File: src/hw/dgpio_cfg.svh
`ifndef DGPIO_CFG_SVH
`define DGPIO_CFG_SVH

// register byte offsets on the bus
`define DGPIO_OFF_PA_DATA   12'h000
`define DGPIO_OFF_PA_DIR    12'h004
`define DGPIO_OFF_PA_PUE    12'h008
`define DGPIO_OFF_PB_DATA   12'h00c
`define DGPIO_OFF_PB_DIR    12'h010
`define DGPIO_OFF_PB_PUE    12'h014
`define DGPIO_OFF_CTRL      12'h018

// field positions
`define DGPIO_PA_WAKE_BIT   6
`define DGPIO_PA_TWO_BIT    2
`define DGPIO_PA_FOUR_BIT   4
`define DGPIO_CTRL_CLKOUT   0
`define DGPIO_CTRL_IRQEN    1

// reset values
`define DGPIO_PA_DIR_RST    6'h00
`define DGPIO_PB_DIR_RST    8'h00
`define DGPIO_PA_PUE_RST    6'h00
`define DGPIO_PB_PUE_RST    8'h00
`define DGPIO_CTRL_RST      2'h0

// synchroniser depth
`define DGPIO_SYNC_STAGES   2

`endif

File: src/hw/dgpio_pkg.sv
`default_nettype none
package dgpio_pkg;
    // oscillator option selection
    typedef enum logic [1:0] {
        DGPIO_OSC_INTERNAL = 2'b00,
        DGPIO_OSC_EXTCLK   = 2'b01,
        DGPIO_OSC_RC       = 2'b10,
        DGPIO_OSC_CRYSTAL  = 2'b11
    } dgpio_osc_t;
    // axi response codes
    typedef enum logic [1:0] {
        DGPIO_RESP_OKAY   = 2'b00,
        DGPIO_RESP_SLVERR = 2'b10
    } dgpio_resp_t;
endpackage
`default_nettype wire

File: src/hw/dgpio_top.sv
// Contract
// - port a six-bit latch, reset ignores it
// - data bit six mirrors wakeup latch
// - no port function at bit six
// - port a direction one drives pin, bit two excepted
// - reset clears port a directions
// - port a read: latch or pin
// - data writes with lane zero strobe always update latch
// - port a pullup only while input
// - port a pullup enable zero disconnects
// - clock-out enable drives fast clock pin
// - clock-out ignored for crystal, external
// - port a bit two never drives
// - port b eight-bit latch, reset ignores
// - port b direction, reset clears
// - port b read: latch or pin
// - port b pullup only while input
// - direction registers read back stored
// - irq enabled reads bit two zero
`include "dgpio_cfg.svh"
`default_nettype none

module dgpio_top
    import dgpio_pkg::*;
#(
    parameter int PA_W = 6,
    parameter int PB_W = 8
) (
    // clock and reset
    input  wire logic              aclk,
    input  wire logic              aresetn,
    // axi4-lite write address
    input  wire logic [11:0]       s_axi_awaddr,
    input  wire logic              s_axi_awvalid,
    output logic                   s_axi_awready,
    // axi4-lite write data
    input  wire logic [31:0]       s_axi_wdata,
    input  wire logic [3:0]        s_axi_wstrb,
    input  wire logic              s_axi_wvalid,
    output logic                   s_axi_wready,
    // axi4-lite write response
    output logic [1:0]             s_axi_bresp,
    output logic                   s_axi_bvalid,
    input  wire logic              s_axi_bready,
    // axi4-lite read address
    input  wire logic [11:0]       s_axi_araddr,
    input  wire logic              s_axi_arvalid,
    output logic                   s_axi_arready,
    // axi4-lite read data
    output logic [31:0]            s_axi_rdata,
    output logic [1:0]             s_axi_rresp,
    output logic                   s_axi_rvalid,
    input  wire logic              s_axi_rready,
    // system inputs
    input  wire dgpio_pkg::dgpio_osc_t osc_option,
    input  wire logic              wakeup_latch_status,
    input  wire logic              bus_clock_times_four,
    // port a pins
    input  wire logic [PA_W-1:0]   port_a_in,
    output logic [PA_W-1:0]        port_a_out,
    output logic [PA_W-1:0]        port_a_oe,
    output logic [PA_W-1:0]        port_a_pullup,
    // port b pins
    input  wire logic [PB_W-1:0]   port_b_in,
    output logic [PB_W-1:0]        port_b_out,
    output logic [PB_W-1:0]        port_b_oe,
    output logic [PB_W-1:0]        port_b_pullup
);
    import dgpio_pkg::*;

    // elaboration check: field positions assume these widths
    if (PA_W != 6 || PB_W != 8) begin : g_width_check
        $error("dgpio_top: port widths must be 6 and 8");
    end

    // the synchroniser below is built with exactly two stages
    if (`DGPIO_SYNC_STAGES != 2) begin : g_sync_check
        $error("dgpio_top: synchroniser depth must be 2");
    end

    // ************************************************************
    // register state
    // ************************************************************
    logic [PA_W-1:0] pa_latch_reg;
    logic [PA_W-1:0] pa_dir_reg;
    logic [PA_W-1:0] pa_pue_reg;
    logic [PB_W-1:0] pb_latch_reg;
    logic [PB_W-1:0] pb_dir_reg;
    logic [PB_W-1:0] pb_pue_reg;
    logic [1:0]      ctrl_reg;
    // synchroniser stages; wakeup status rides along
    logic [PA_W-1:0] pa_sync1_reg;
    logic [PA_W-1:0] pa_sync2_reg;
    logic [PB_W-1:0] pb_sync1_reg;
    logic [PB_W-1:0] pb_sync2_reg;
    logic            wake_sync1_reg;
    logic            wake_sync2_reg;

    // ************************************************************
    // axi4-lite write channel
    // ************************************************************
    logic        aw_held_reg;
    logic [11:0] aw_addr_reg;
    logic        w_held_reg;
    logic [31:0] w_data_reg;
    logic [3:0]  w_strb_reg;

    // address and data may arrive in either order; hold each until both
    wire        aw_take  = s_axi_awvalid && s_axi_awready;
    wire        w_take   = s_axi_wvalid && s_axi_wready;
    wire        wr_fire  = aw_held_reg && w_held_reg && !s_axi_bvalid;
    wire [11:0] wr_addr  = aw_addr_reg;
    wire [7:0]  wr_byte  = w_data_reg[7:0];
    wire        wr_lane0 = w_strb_reg[0];

    // register decode on the held address
    wire        wr_hit_pa_data = wr_addr == `DGPIO_OFF_PA_DATA;
    wire        wr_hit_pa_dir  = wr_addr == `DGPIO_OFF_PA_DIR;
    wire        wr_hit_pa_pue  = wr_addr == `DGPIO_OFF_PA_PUE;
    wire        wr_hit_pb_data = wr_addr == `DGPIO_OFF_PB_DATA;
    wire        wr_hit_pb_dir  = wr_addr == `DGPIO_OFF_PB_DIR;
    wire        wr_hit_pb_pue  = wr_addr == `DGPIO_OFF_PB_PUE;
    wire        wr_hit_ctrl    = wr_addr == `DGPIO_OFF_CTRL;
    wire        wr_mapped = wr_hit_pa_data | wr_hit_pa_dir | wr_hit_pa_pue |
                            wr_hit_pb_data | wr_hit_pb_dir | wr_hit_pb_pue | wr_hit_ctrl;
    // lane zero gates every write; other lanes carry nothing
    wire        wr_en     = wr_fire && wr_lane0;
    wire [1:0]  wr_resp   = wr_mapped ? DGPIO_RESP_OKAY : DGPIO_RESP_SLVERR;

    // write address holding: ready is low while held, so take and fire never meet
    always_ff @(posedge aclk) begin
        if (!aresetn) begin
            aw_held_reg <= 1'b0;
            aw_addr_reg <= 12'h000;
        end else if (wr_fire) begin
            aw_held_reg <= 1'b0;
        end else if (aw_take) begin
            aw_held_reg <= 1'b1;
            aw_addr_reg <= {s_axi_awaddr[11:2], 2'b00};
        end
    end

    // write data holding: same life as the address
    always_ff @(posedge aclk) begin
        if (!aresetn) begin
            w_held_reg <= 1'b0;
            w_data_reg <= 32'h0000_0000;
            w_strb_reg <= 4'h0;
        end else if (wr_fire) begin
            w_held_reg <= 1'b0;
        end else if (w_take) begin
            w_held_reg <= 1'b1;
            w_data_reg <= s_axi_wdata;
            w_strb_reg <= s_axi_wstrb;
        end
    end

    // ready flags: low while an item waits, so nothing is overwritten
    always_ff @(posedge aclk) begin
        if (!aresetn) begin
            s_axi_awready <= 1'b0;
            s_axi_wready  <= 1'b0;
        end else begin
            s_axi_awready <= !aw_held_reg && !aw_take && !s_axi_bvalid;
            s_axi_wready  <= !w_held_reg && !w_take && !s_axi_bvalid;
        end
    end

    // write response stands until the master takes it
    always_ff @(posedge aclk) begin
        if (!aresetn) begin
            s_axi_bvalid <= 1'b0;
            s_axi_bresp  <= 2'h0;
        end else if (wr_fire) begin
            s_axi_bvalid <= 1'b1;
            s_axi_bresp  <= wr_resp;
        end else if (s_axi_bvalid && s_axi_bready) begin
            s_axi_bvalid <= 1'b0;
        end
    end

    // ************************************************************
    // register writes
    // ************************************************************
    // port a latch has no reset: contents survive any reset
    always_ff @(posedge aclk) begin
        if (wr_en && wr_hit_pa_data) begin
            pa_latch_reg <= wr_byte[PA_W-1:0];
        end
    end

    // port b latch, likewise kept across reset
    always_ff @(posedge aclk) begin
        if (wr_en && wr_hit_pb_data) begin
            pb_latch_reg <= wr_byte;
        end
    end

    // port a direction: every pin an input after reset
    always_ff @(posedge aclk) begin
        if (!aresetn) begin
            pa_dir_reg <= `DGPIO_PA_DIR_RST;
        end else if (wr_en && wr_hit_pa_dir) begin
            pa_dir_reg <= wr_byte[PA_W-1:0];
        end
    end

    // port b direction: every pin an input after reset
    always_ff @(posedge aclk) begin
        if (!aresetn) begin
            pb_dir_reg <= `DGPIO_PB_DIR_RST;
        end else if (wr_en && wr_hit_pb_dir) begin
            pb_dir_reg <= wr_byte;
        end
    end

    // port a pullup enables
    always_ff @(posedge aclk) begin
        if (!aresetn) begin
            pa_pue_reg <= `DGPIO_PA_PUE_RST;
        end else if (wr_en && wr_hit_pa_pue) begin
            pa_pue_reg <= wr_byte[PA_W-1:0];
        end
    end

    // port b pullup enables
    always_ff @(posedge aclk) begin
        if (!aresetn) begin
            pb_pue_reg <= `DGPIO_PB_PUE_RST;
        end else if (wr_en && wr_hit_pb_pue) begin
            pb_pue_reg <= wr_byte;
        end
    end

    // control: clock-out and irq function enables
    always_ff @(posedge aclk) begin
        if (!aresetn) begin
            ctrl_reg <= `DGPIO_CTRL_RST;
        end else if (wr_en && wr_hit_ctrl) begin
            ctrl_reg <= wr_byte[1:0];
        end
    end

    // ************************************************************
    // input synchronisers
    // ************************************************************
    // first stage feeds only the second, to bound metastability
    always_ff @(posedge aclk) begin
        pa_sync1_reg   <= port_a_in;
        pa_sync2_reg   <= pa_sync1_reg;
        pb_sync1_reg   <= port_b_in;
        pb_sync2_reg   <= pb_sync1_reg;
        wake_sync1_reg <= wakeup_latch_status;
        wake_sync2_reg <= wake_sync1_reg;
    end

    // ************************************************************
    // read path
    // ************************************************************
    // input pins read the synchronised level, output pins the latch
    wire        irq_en     = ctrl_reg[`DGPIO_CTRL_IRQEN];
    wire [PA_W-1:0] pa_mix = (pa_dir_reg & pa_latch_reg) | (~pa_dir_reg & pa_sync2_reg);
    logic [PA_W-1:0] pa_view;
    always_comb begin
        pa_view = pa_mix;
        if (irq_en) pa_view[`DGPIO_PA_TWO_BIT] = 1'b0;
    end

    // read words; bit seven of port a has no source
    wire [7:0]  pa_rd = {1'b0, wake_sync2_reg, pa_view};
    wire [7:0]  pb_rd = (pb_dir_reg & pb_latch_reg) | (~pb_dir_reg & pb_sync2_reg);

    // read address decode straight off the bus
    wire [11:0] rd_addr = {s_axi_araddr[11:2], 2'b00};
    wire        rd_take = s_axi_arvalid && s_axi_arready;
    wire        rd_hit  = rd_addr == `DGPIO_OFF_PA_DATA || rd_addr == `DGPIO_OFF_PA_DIR ||
                          rd_addr == `DGPIO_OFF_PA_PUE  || rd_addr == `DGPIO_OFF_PB_DATA ||
                          rd_addr == `DGPIO_OFF_PB_DIR  || rd_addr == `DGPIO_OFF_PB_PUE ||
                          rd_addr == `DGPIO_OFF_CTRL;
    wire [1:0]  rd_resp = rd_hit ? DGPIO_RESP_OKAY : DGPIO_RESP_SLVERR;

    // read selection; unmapped offsets read zero
    logic [7:0] rd_byte;
    always_comb begin
        unique case (rd_addr)
            `DGPIO_OFF_PA_DATA: rd_byte = pa_rd;
            `DGPIO_OFF_PA_DIR:  rd_byte = {2'b00, pa_dir_reg};
            `DGPIO_OFF_PA_PUE:  rd_byte = {2'b00, pa_pue_reg};
            `DGPIO_OFF_PB_DATA: rd_byte = pb_rd;
            `DGPIO_OFF_PB_DIR:  rd_byte = pb_dir_reg;
            `DGPIO_OFF_PB_PUE:  rd_byte = pb_pue_reg;
            `DGPIO_OFF_CTRL:    rd_byte = {6'h00, ctrl_reg};
            default:            rd_byte = 8'h00;
        endcase
    end

    // read address ready: low while an answer waits, one read in flight
    always_ff @(posedge aclk) begin
        if (!aresetn) begin
            s_axi_arready <= 1'b0;
        end else begin
            s_axi_arready <= !s_axi_rvalid && !rd_take;
        end
    end

    // read answer one cycle after acceptance, held until taken
    always_ff @(posedge aclk) begin
        if (!aresetn) begin
            s_axi_rvalid <= 1'b0;
            s_axi_rdata  <= 32'h0000_0000;
            s_axi_rresp  <= 2'h0;
        end else if (rd_take) begin
            s_axi_rvalid <= 1'b1;
            s_axi_rdata  <= {24'h00_0000, rd_byte};
            s_axi_rresp  <= rd_resp;
        end else if (s_axi_rvalid && s_axi_rready) begin
            s_axi_rvalid <= 1'b0;
        end
    end

    // ************************************************************
    // pin drive
    // ************************************************************
    // clock output only for the internal and rc options
    wire osc_soft = osc_option == DGPIO_OSC_INTERNAL || osc_option == DGPIO_OSC_RC;
    wire clk_out  = ctrl_reg[`DGPIO_CTRL_CLKOUT] && osc_soft;
    logic [PA_W-1:0] pa_oe_next;
    logic [PA_W-1:0] pa_out_next;
    logic [PA_W-1:0] pa_pu_next;
    always_comb begin
        pa_oe_next  = pa_dir_reg;
        pa_out_next = pa_latch_reg;
        pa_pu_next  = pa_pue_reg & ~pa_dir_reg;
        pa_oe_next[`DGPIO_PA_TWO_BIT] = 1'b0;
        if (clk_out) begin
            // bit four becomes the clock pin; i/o and pullup yield to it
            pa_oe_next[`DGPIO_PA_FOUR_BIT]  = 1'b1;
            pa_out_next[`DGPIO_PA_FOUR_BIT] = bus_clock_times_four;
            pa_pu_next[`DGPIO_PA_FOUR_BIT]  = 1'b0;
        end
    end

    // port a pin controls; clock output lags one aclk, fine for a sampled view
    always_ff @(posedge aclk) begin
        if (!aresetn) begin
            port_a_oe     <= '0;
            port_a_out    <= '0;
            port_a_pullup <= '0;
        end else begin
            port_a_oe     <= pa_oe_next;
            port_a_out    <= pa_out_next;
            port_a_pullup <= pa_pu_next;
        end
    end

    // port b pin controls; pullup drops at the edge the driver turns on
    always_ff @(posedge aclk) begin
        if (!aresetn) begin
            port_b_oe     <= '0;
            port_b_out    <= '0;
            port_b_pullup <= '0;
        end else begin
            port_b_oe     <= pb_dir_reg;
            port_b_out    <= pb_latch_reg;
            port_b_pullup <= pb_pue_reg & ~pb_dir_reg;
        end
    end

endmodule // dgpio_top
`default_nettype wire

File: config.mk
export PLATFORM = sky130hd
export DESIGN_NAME = dgpio_top
export DESIGN_NICKNAME = d
export VERILOG_FILES = /design/src/hw/dgpio_pkg.sv /design/src/hw/dgpio_top.sv
export VERILOG_INCLUDE_DIRS = /design/src /design/src/hw
export SDC_FILE = /design/constraint.sdc
export NUM_CORES = 1
export LEC_CHECK = 0
export BUFFER_PORTS_ARGS = -buffer_cell sky130_fd_sc_hd__buf_2
export CELL_PAD_IN_SITES_DETAIL_PLACEMENT = 1
export CELL_PAD_IN_SITES_GLOBAL_PLACEMENT = 2
export CORE_ASPECT_RATIO = 0.7
export CORE_MARGIN = 4
export CORE_UTILIZATION = 31
export DETAILED_ROUTE_END_ITERATION = 6
export PLACE_DENSITY_LB_ADDON = 0.1
export SYNTH_ARGS = -nofsm -noshare
export SYNTH_HDL_FRONTEND = slang
export SYNTH_SLANG_ARGS = --single-unit
File: constraint.sdc
create_clock -name aclk -period 2.4 [get_ports aclk]
set_clock_uncertainty 0.15 [all_clocks]
set_input_delay 0.24 -clock aclk [delete_from_list [all_inputs] [get_ports aclk]]
set_output_delay 0.24 -clock aclk [all_outputs]
set_load 0.02 [all_outputs]
* After elaboration in Yosys (flattened, before gate mapping)
Cells that the tools add are included.
Word-level totals: flip-flop bits (word level) 154, latch bits 0, bits in writable memories 0, ROM bits 0, output and inout port bits 83, memories kept 0
Operators by class: $add $sub $neg 0, multipliers 0, div/mod/pow operators 0, order comparisons 0, equal/unequal tests 13, shift-type cells 0, multiplexer cells 10, bitwise gates (word level) 18, reduce and logical (&&, ||, !) cells 44
Operator list (count):
- 10-bit by 3-bit equality test with 1-bit output (second input constant) | 6
- 8-bit case mux with 7 select lines | 1
- 10-bit by 2-bit equality test with 1-bit output (second input constant) | 4
- 8-bit bitwise AND | 3
- 12-bit logical NOT | 2
- 1-bit logical AND | 21
- 10-bit by 1-bit equality test with 1-bit output (second input constant) | 2
- 6-bit bitwise AND | 3
- 8-bit NOT | 1
- 8-bit bitwise OR | 1
- 1-bit logical NOT | 7
- 1-bit logical OR | 7
- 1-bit two-way mux | 7
- 6-bit NOT | 1
- 1-bit bitwise OR | 6
- 6-bit bitwise OR | 1
- 2-bit two-way mux | 2
- 2-bit AND reduction | 2
- 2-bit nonzero test | 2
- 2-bit OR reduction | 2
- 2-bit equality test (second input constant) | 1
- 2-bit logical NOT | 1
- 1-bit NOT | 2

* Longest topological paths before layout
Gate-level depths: netlist (run 1).
word-level depth 8, gate-level depth with buffers 7, mapped depth without buffers 4

* Worst setup path before layout (run 1)
OpenSTA, ideal clock, no wires.
path kind register to register, from reg aw_addr_reg[7], to reg pb_latch_reg[0], enable pin, library setup time 331 ps, arrival 1417 ps, slack 502 ps, cell stages (with the launch flop) 4, period minus slack after synthesis 1898 ps, path through dfxtp_1 -> or4_4 -> nor2_1 -> and4_1
Between the ends: word-level cells in the longest chain between the ends 2
Ends and longest elaborated chain:
- start, declared | line dgpio_top.sv:103 | logic [11:0] aw_addr_reg;
- start signal, assigned | line dgpio_top.sv:139 | aw_addr_reg <= {s_axi_awaddr[11:2], 2'b00};
- 10-bit by 2-bit equality test with 1-bit output (no line)
- 1-bit logical AND | line dgpio_top.sv:194 | if (wr_en && wr_hit_pb_data) begin
- end signal, assigned | line dgpio_top.sv:195 | pb_latch_reg <= wr_byte;
- end, declared | line dgpio_top.sv:87 | logic [PB_W-1:0] pb_latch_reg;
Every way passes these cells. A chain may end at the register's enable or synchronous reset.

* Worst setup path after layout (run 1)
from reg aw_addr_reg[7], to reg pa_latch_reg[5], enable pin
Between the ends: word-level cells in the longest chain between the ends 2
Ends and longest elaborated chain:
- 12-bit logical NOT (no line)
- 1-bit logical AND | line dgpio_top.sv:187 | if (wr_en && wr_hit_pa_data) begin
- end signal, assigned | line dgpio_top.sv:188 | pa_latch_reg <= wr_byte[PA_W-1:0];
- end, declared | line dgpio_top.sv:84 | logic [PA_W-1:0] pa_latch_reg;
Every way passes these cells.

==> results of run 1 <==
==> through the flow <==
step	power [mW]	area, sq um
global route	6.13	7220
global placement	3.00	6170
detailed placement	3.00	6170
finish	5.91	7220
CTS	5.98	7220
floorplan	2.92	5580
==> worst max-delay path: cells and delay by family (launching register included) <==
| kind | cells | cell delay, ps |
|---|---|---|
| and+or+nand+nor | 3 | 1290 |
| DFF | 1 | 310 |
==> path summary, 6_finish.rpt <==
check                       start               to  slack, ps  cells past startpoint
setup / recovery   aw_addr_reg[7]  pa_latch_reg[5]        330                      3
hold / removal      s_axi_arvalid   s_axi_rresp[1]         30                      3
setup reg to reg   aw_addr_reg[7]  pa_latch_reg[5]        330                      3
hold reg to reg   pb_sync1_reg[1]  pb_sync2_reg[1]        180                      0
==> area by class of cell <==
class	count	area (sq um)
multi-input cells	314	2050
inverters	12	45.0
fillers	1919	10100
clock inverters	15	216
flip-flops and latches	151	3160
repair buffers	158	1030
well taps	231	289
clock buffers	17	425
==> layout by cell type, fill, tap and decap left out, types with 3 or more instances in the layout <==
cell type	count
a21boi_0	21
a21oi_1	7
a22o_1	3
and2_1	14
and3_1	3
and3b_1	15
buf_2	108
buf_4	9
bufinv_16	4
clkbuf_16	17
clkinv_4	4
conb_1	27
dfxtp_1	137
dlygate4sd3_1	40
edfxtp_1	14
inv_1	12
inv_6	4
mux2_2	9
mux2i_1	41
nand2_1	64
nand2b_1	5
nand3_1	7
nand3b_1	5
nand4b_1	3
nor2_1	14
nor2b_1	7
nor3_1	3
nor3b_1	5
o21a_1	4
o21ai_0	26
o2bb2ai_1	3
==> layer usage <==
metal / global-route usage, % / vias up / share of wire, %
li1: - / 1985 / -
met1: 22.3 / 1882 / 52
met2: 23.3 / 90 / 43
met3: 3.45 / 10 / 4.1
met4: 5.21 / 0 / 0.96
met5: 0 / - / 0
==> cell families after synthesis <==
group / after synthesis
AOI/OAI and AO/OA: 76
buffers and inverters: 62
DFF: 151
muxes: 50
other: 1
and+or+nand+nor: 161
==> where the power goes <==
| part | internal (mW) | switching, mW |
|---|---|---|
| Sequential | 2.60 | 0.0350 |
| Clock | 1.77 | 1.14 |
| Combinational | 0.149 | 0.207 |
==> impl_metrics.json, run 1 <==
{
  "avgRoutedWirePerCell_um": 16.7,
  "ys_seq_elements": 151,
  "yosysWarnings": 0,
  "placementRows": 40,
  "viasPerCell": 4.42,
  "syn-cell-area_sq_um": 5480,
  "antenna_found_initial": 0,
  "max_freq_mhz": 482,
  "synthXorXnorAreaFrac_pct": 0,
  "synthToLayoutAreaGrowth_pct": 31.7,
  "avgSynthCellArea_sq_um": 10.9,
  "gr-total-overflow": 0,
  "synth_top_flop_cell": "dfxtp_1",
  "drv_slew": 0,
  "num-nets-final": 739,
  "numClockSinks": 151,
  "fp.dieW_um": 167,
  "dr_total_vias": 3967,
  "clkSlewWorstSetupHoldPaths_ps": 60,
  "synth_fa_ha_area_share_pct": 0,
  "die_h_um": 119,
  "maxCapViolCount": 0,
  "post-route-min-period_ps": 2070,
  "rsz0062_at_grt": "false",
  "diodes": 0,
  "status": "completed",
  "netlist_top_cells_count": "dfxtp_1, nand2_1, mux2i_1, buf_4, o21ai_0",
  "worst_hold_path_type": "in -> reg",
  "fin_util_pct": 41.8,
  "end_kind": "flip-flop",
  "synth_top_family_by_area": "simple AND/OR/NAND/NOR gates",
  "clock_latency_ps": 420,
  "synth-compound-area-share_pct": 9.29,
  "largest_reg_flops": 10,
  "cts_setup_buffers": 0,
  "leakagePower_nw": 3.30,
  "cts-htree-levels": 4,
  "fin_tns_setup_ps": 0,
  "holdWs_ps": 29.8,
  "synth_area_leader_cell": "dfxtp_1",
  "drtPass1Iterations": 4,
  "gp_congestion": 0.772,
  "io_buffers": 108,
  "hold_buffers": 40,
  "synth.area.mux_share_pct": 9.34,
  "slowest_stage": "or4_4",
  "dp_hpwl_um": 10400,
  "dpl_worst_slack_ps": 309,
  "power_density_nw_per_um2": 819,
  "core_area_sq_um": 17300,
  "synth_top_area_share_pct": 50.1,
  "grt_usage_pct": 15.6,
  "synthTopCellsByArea": "dfxtp_1, edfxtp_1, mux2i_1",
  "ys_seq_area_share_pct": 57.7,
  "cp_max_fo": 6,
  "dp.cells": 826,
  "tritoncts": "yes",
  "ioPinCount": 168,
  "tightest_slew_ps": 677,
  "start_kind": "flip-flop",
  "cts_root_buf": "clkbuf_16",
  "crit_chain": "or4_4, nor3_4, and3b_2",
  "drcViolationCount": 0,
  "slew_headroom_pct": 54.7,
  "grt_max_degree": 55,
  "initial_core_util_pct": 31.7,
  "period_share_pct": 86.4,
  "crit_type": "reg -> reg",
  "drt_iter0_markers": 143,
  "synth_edf_count": 14,
  "ant_nets": 0,
  "layout_setup_ws_ps": 327,
  "worstPathRequired_ps": 2350,
  "synth_simple_gate_area_share_pct": 16.9,
  "synth_cell_type_count": 53,
  "peakVddDrop_uv": 367,
  "synthCells": 501,
  "routed_wl_um": 15000,
  "synth.most_common_cell": "dfxtp_1",
  "setup_viol": 0,
  "dieArea_sq_um": 19900,
  "clk_path_buf_depth": 2,
  "stdcell_count": 898,
  "grt_pass1_wl_um": 23900,
  "cts_resized": 0,
  "synth-async-reset-ratio_pct": 0,
  "slowest_delay_ps": 560,
  "crit_arrival_ps": 2030,
  "hold_viol": 0,
  "layout-drive-gt1-share_pct": 25.0,
  "grt_pass1_vias": 4330,
  "numCtsBuffers": 17
}
(Power assumes the default switching activity.)
==> run 2, diff against run 1 <==
--- a/config.mk
+++ b/config.mk
@@ -13,6 +13,7 @@
 export CORE_MARGIN = 4
 export CORE_UTILIZATION = 31
 export DETAILED_ROUTE_END_ITERATION = 6
+export HOLD_SLACK_MARGIN = 0.12
 export PLACE_DENSITY_LB_ADDON = 0.1
 export SYNTH_ARGS = -nofsm -noshare
 export SYNTH_HDL_FRONTEND = slang
==> impl_metrics.json, run 2 (synthesis gave the netlist of run 1 again) <==
{
  "status": "completed",
  "period_share_pct": 87.2,
  "worst_hold_path_type": "reg -> reg",
  "start_kind": "flip-flop",
  "clk_path_buf_depth": 2,
  "startpoint": "aw_addr_reg[7]",
  "routed_wl_um": 15000,
  "cts-htree-levels": 4,
  "io_buffers": 108,
  "fin_tns_setup_ps": 0,
  "crit_type": "reg -> reg",
  "reg2reg_to": "pa_latch_reg[5]",
  "slowest_delay_ps": 560,
  "die_h_um": 119,
  "cp_max_fo": 6,
  "worstPathRequired_ps": 2350,
  "drt_iter0_markers": 141,
  "largest_reg_flops": 10,
  "rrSetupSlack_ps": 310,
  "initial_core_util_pct": 31.7,
  "grt_pass1_vias": 4358,
  "cp.depth": 3,
  "avgRoutedWirePerCell_um": 16.7,
  "clkSlewWorstSetupHoldPaths_ps": 60,
  "end_kind": "flip-flop",
  "synthToLayoutAreaGrowth_pct": 32.4,
  "hold_viol": 0,
  "slew_headroom_pct": 55.0,
  "cts_root_buf": "clkbuf_16",
  "dr_total_vias": 3994,
  "power_density_nw_per_um2": 814,
  "antenna_found_initial": 0,
  "ioPinCount": 168,
  "critPathBufInv": 0,
  "final_common_cell": "dfxtp_1",
  "cts_resized": 0,
  "leakagePower_nw": 3.32,
  "final_cell_area_sq_um": 7260,
  "numClockSinks": 151,
  "dieArea_sq_um": 19900,
  "postPlaceCellArea_sq_um": 6170,
  "slowest_stage": "or4_4",
  "clock_latency_ps": 420,
  "grt_max_degree": 55,
  "dp_hpwl_um": 10400,
  "ff2ff_path_depth": 3,
  "viasPerCell": 4.43,
  "numCtsBuffers": 17,
  "cts_setup_buffers": 0,
  "crit_arrival_ps": 2040,
  "rsz0062_at_grt": "false",
  "power.total_mw": 5.91,
  "max_freq_mhz": 478,
  "diodes": 0,
  "grt_pass1_wl_um": 24000,
  "maxCapViolCount": 0,
  "drv_slew": 0,
  "fp.dieW_um": 167,
  "num-nets-final": 743,
  "layout-drive-gt1-share_pct": 24.9,
  "cpLargestDelayFamily": "simple AND/OR/NAND/NOR gates",
  "placementRows": 40,
  "crit_chain": "or4_4, nor3_4, and3b_2",
  "holdWs_ps": 177,
  "fin_util_pct": 42.0,
  "gp_congestion": 0.772,
  "mostFrequentLayoutCells": "dfxtp_1, buf_2, nand2_1, dlygate4sd3_1, mux2i_1",
  "grt_usage_pct": 15.6,
  "drtPass1Iterations": 6,
  "cp-endpoint": "pa_latch_reg[5]",
  "ant_nets": 0,
  "drcViolationCount": 0,
  "tightest_slew_ps": 673,
  "core_area_sq_um": 17300,
  "gr-total-overflow": 0,
  "setup_viol": 0,
  "tritoncts": "yes",
  "post-route-min-period_ps": 2090,
  "peakVddDrop_uv": 367,
  "reg2reg_from": "aw_addr_reg[7]"
}
==> run 2: report_power, final <==
group | total, mW | internal, mW | leakage, nW | switching [mW]
registers | 2.64 | 2.60 | 1.24 | 0.0350
logic | 0.360 | 0.152 | 1.77 | 0.208
clock network | 2.91 | 1.77 | 0.314 | 1.14
total | 5.91 | 4.53 | 3.32 | 1.38
==> run 2: how the worst min path moves through the flow <==
stage	startpoint	to	depth (start not counted)
4_1_cts	pb_sync1_reg[3]	pb_sync2_reg[3]	0
6_report	pb_sync1_reg[1]	pb_sync2_reg[1]	0
3_5_place_dp	pb_sync1_reg[3]	pb_sync2_reg[3]	0
2_1_floorplan	port_a_in[0]	pa_sync1_reg[0]	0
5_1_grt	pa_sync1_reg[0]	pa_sync2_reg[0]	0
3_3_place_gp	pb_sync1_reg[3]	pb_sync2_reg[3]	0
==> run 2: layout make-up <==
type	instances	area [sq um]
clock buffers	17	425
clock inverters	15	216
fillers	1917	10000
inverters	12	45.0
multi-input cells	314	2050
flip-flops and latches	151	3160
well taps	231	289
repair buffers	162	1070
==> run 2: repair_timing <==
| action | CTS | global route |
|---|---|---|
| hold buffers | 44 | 0 |
| setup endpoints to repair | 0 | 0 |
| endpoints found under the hold margin | 43 | 0 |
==> run 2: metal layers <==
metal / part of all wire (%) / vias up / track usage, %
met1: 51 / 1891 / 22.5
met5: 0 / - / 0
met3: 4.5 / 9 / 3.45
met4: 0.93 / 0 / 4.91
li1: - / 1995 / -
met2: 43 / 99 / 23.4
==> run 2: through the flow <==
step | setup slack, ps | std cells
floorplan | 502 | 527
global route | 224 | 902
CTS | 300 | 902
finish | 308 | 902
global placement | 340 | 826
detailed placement | 309 | 826
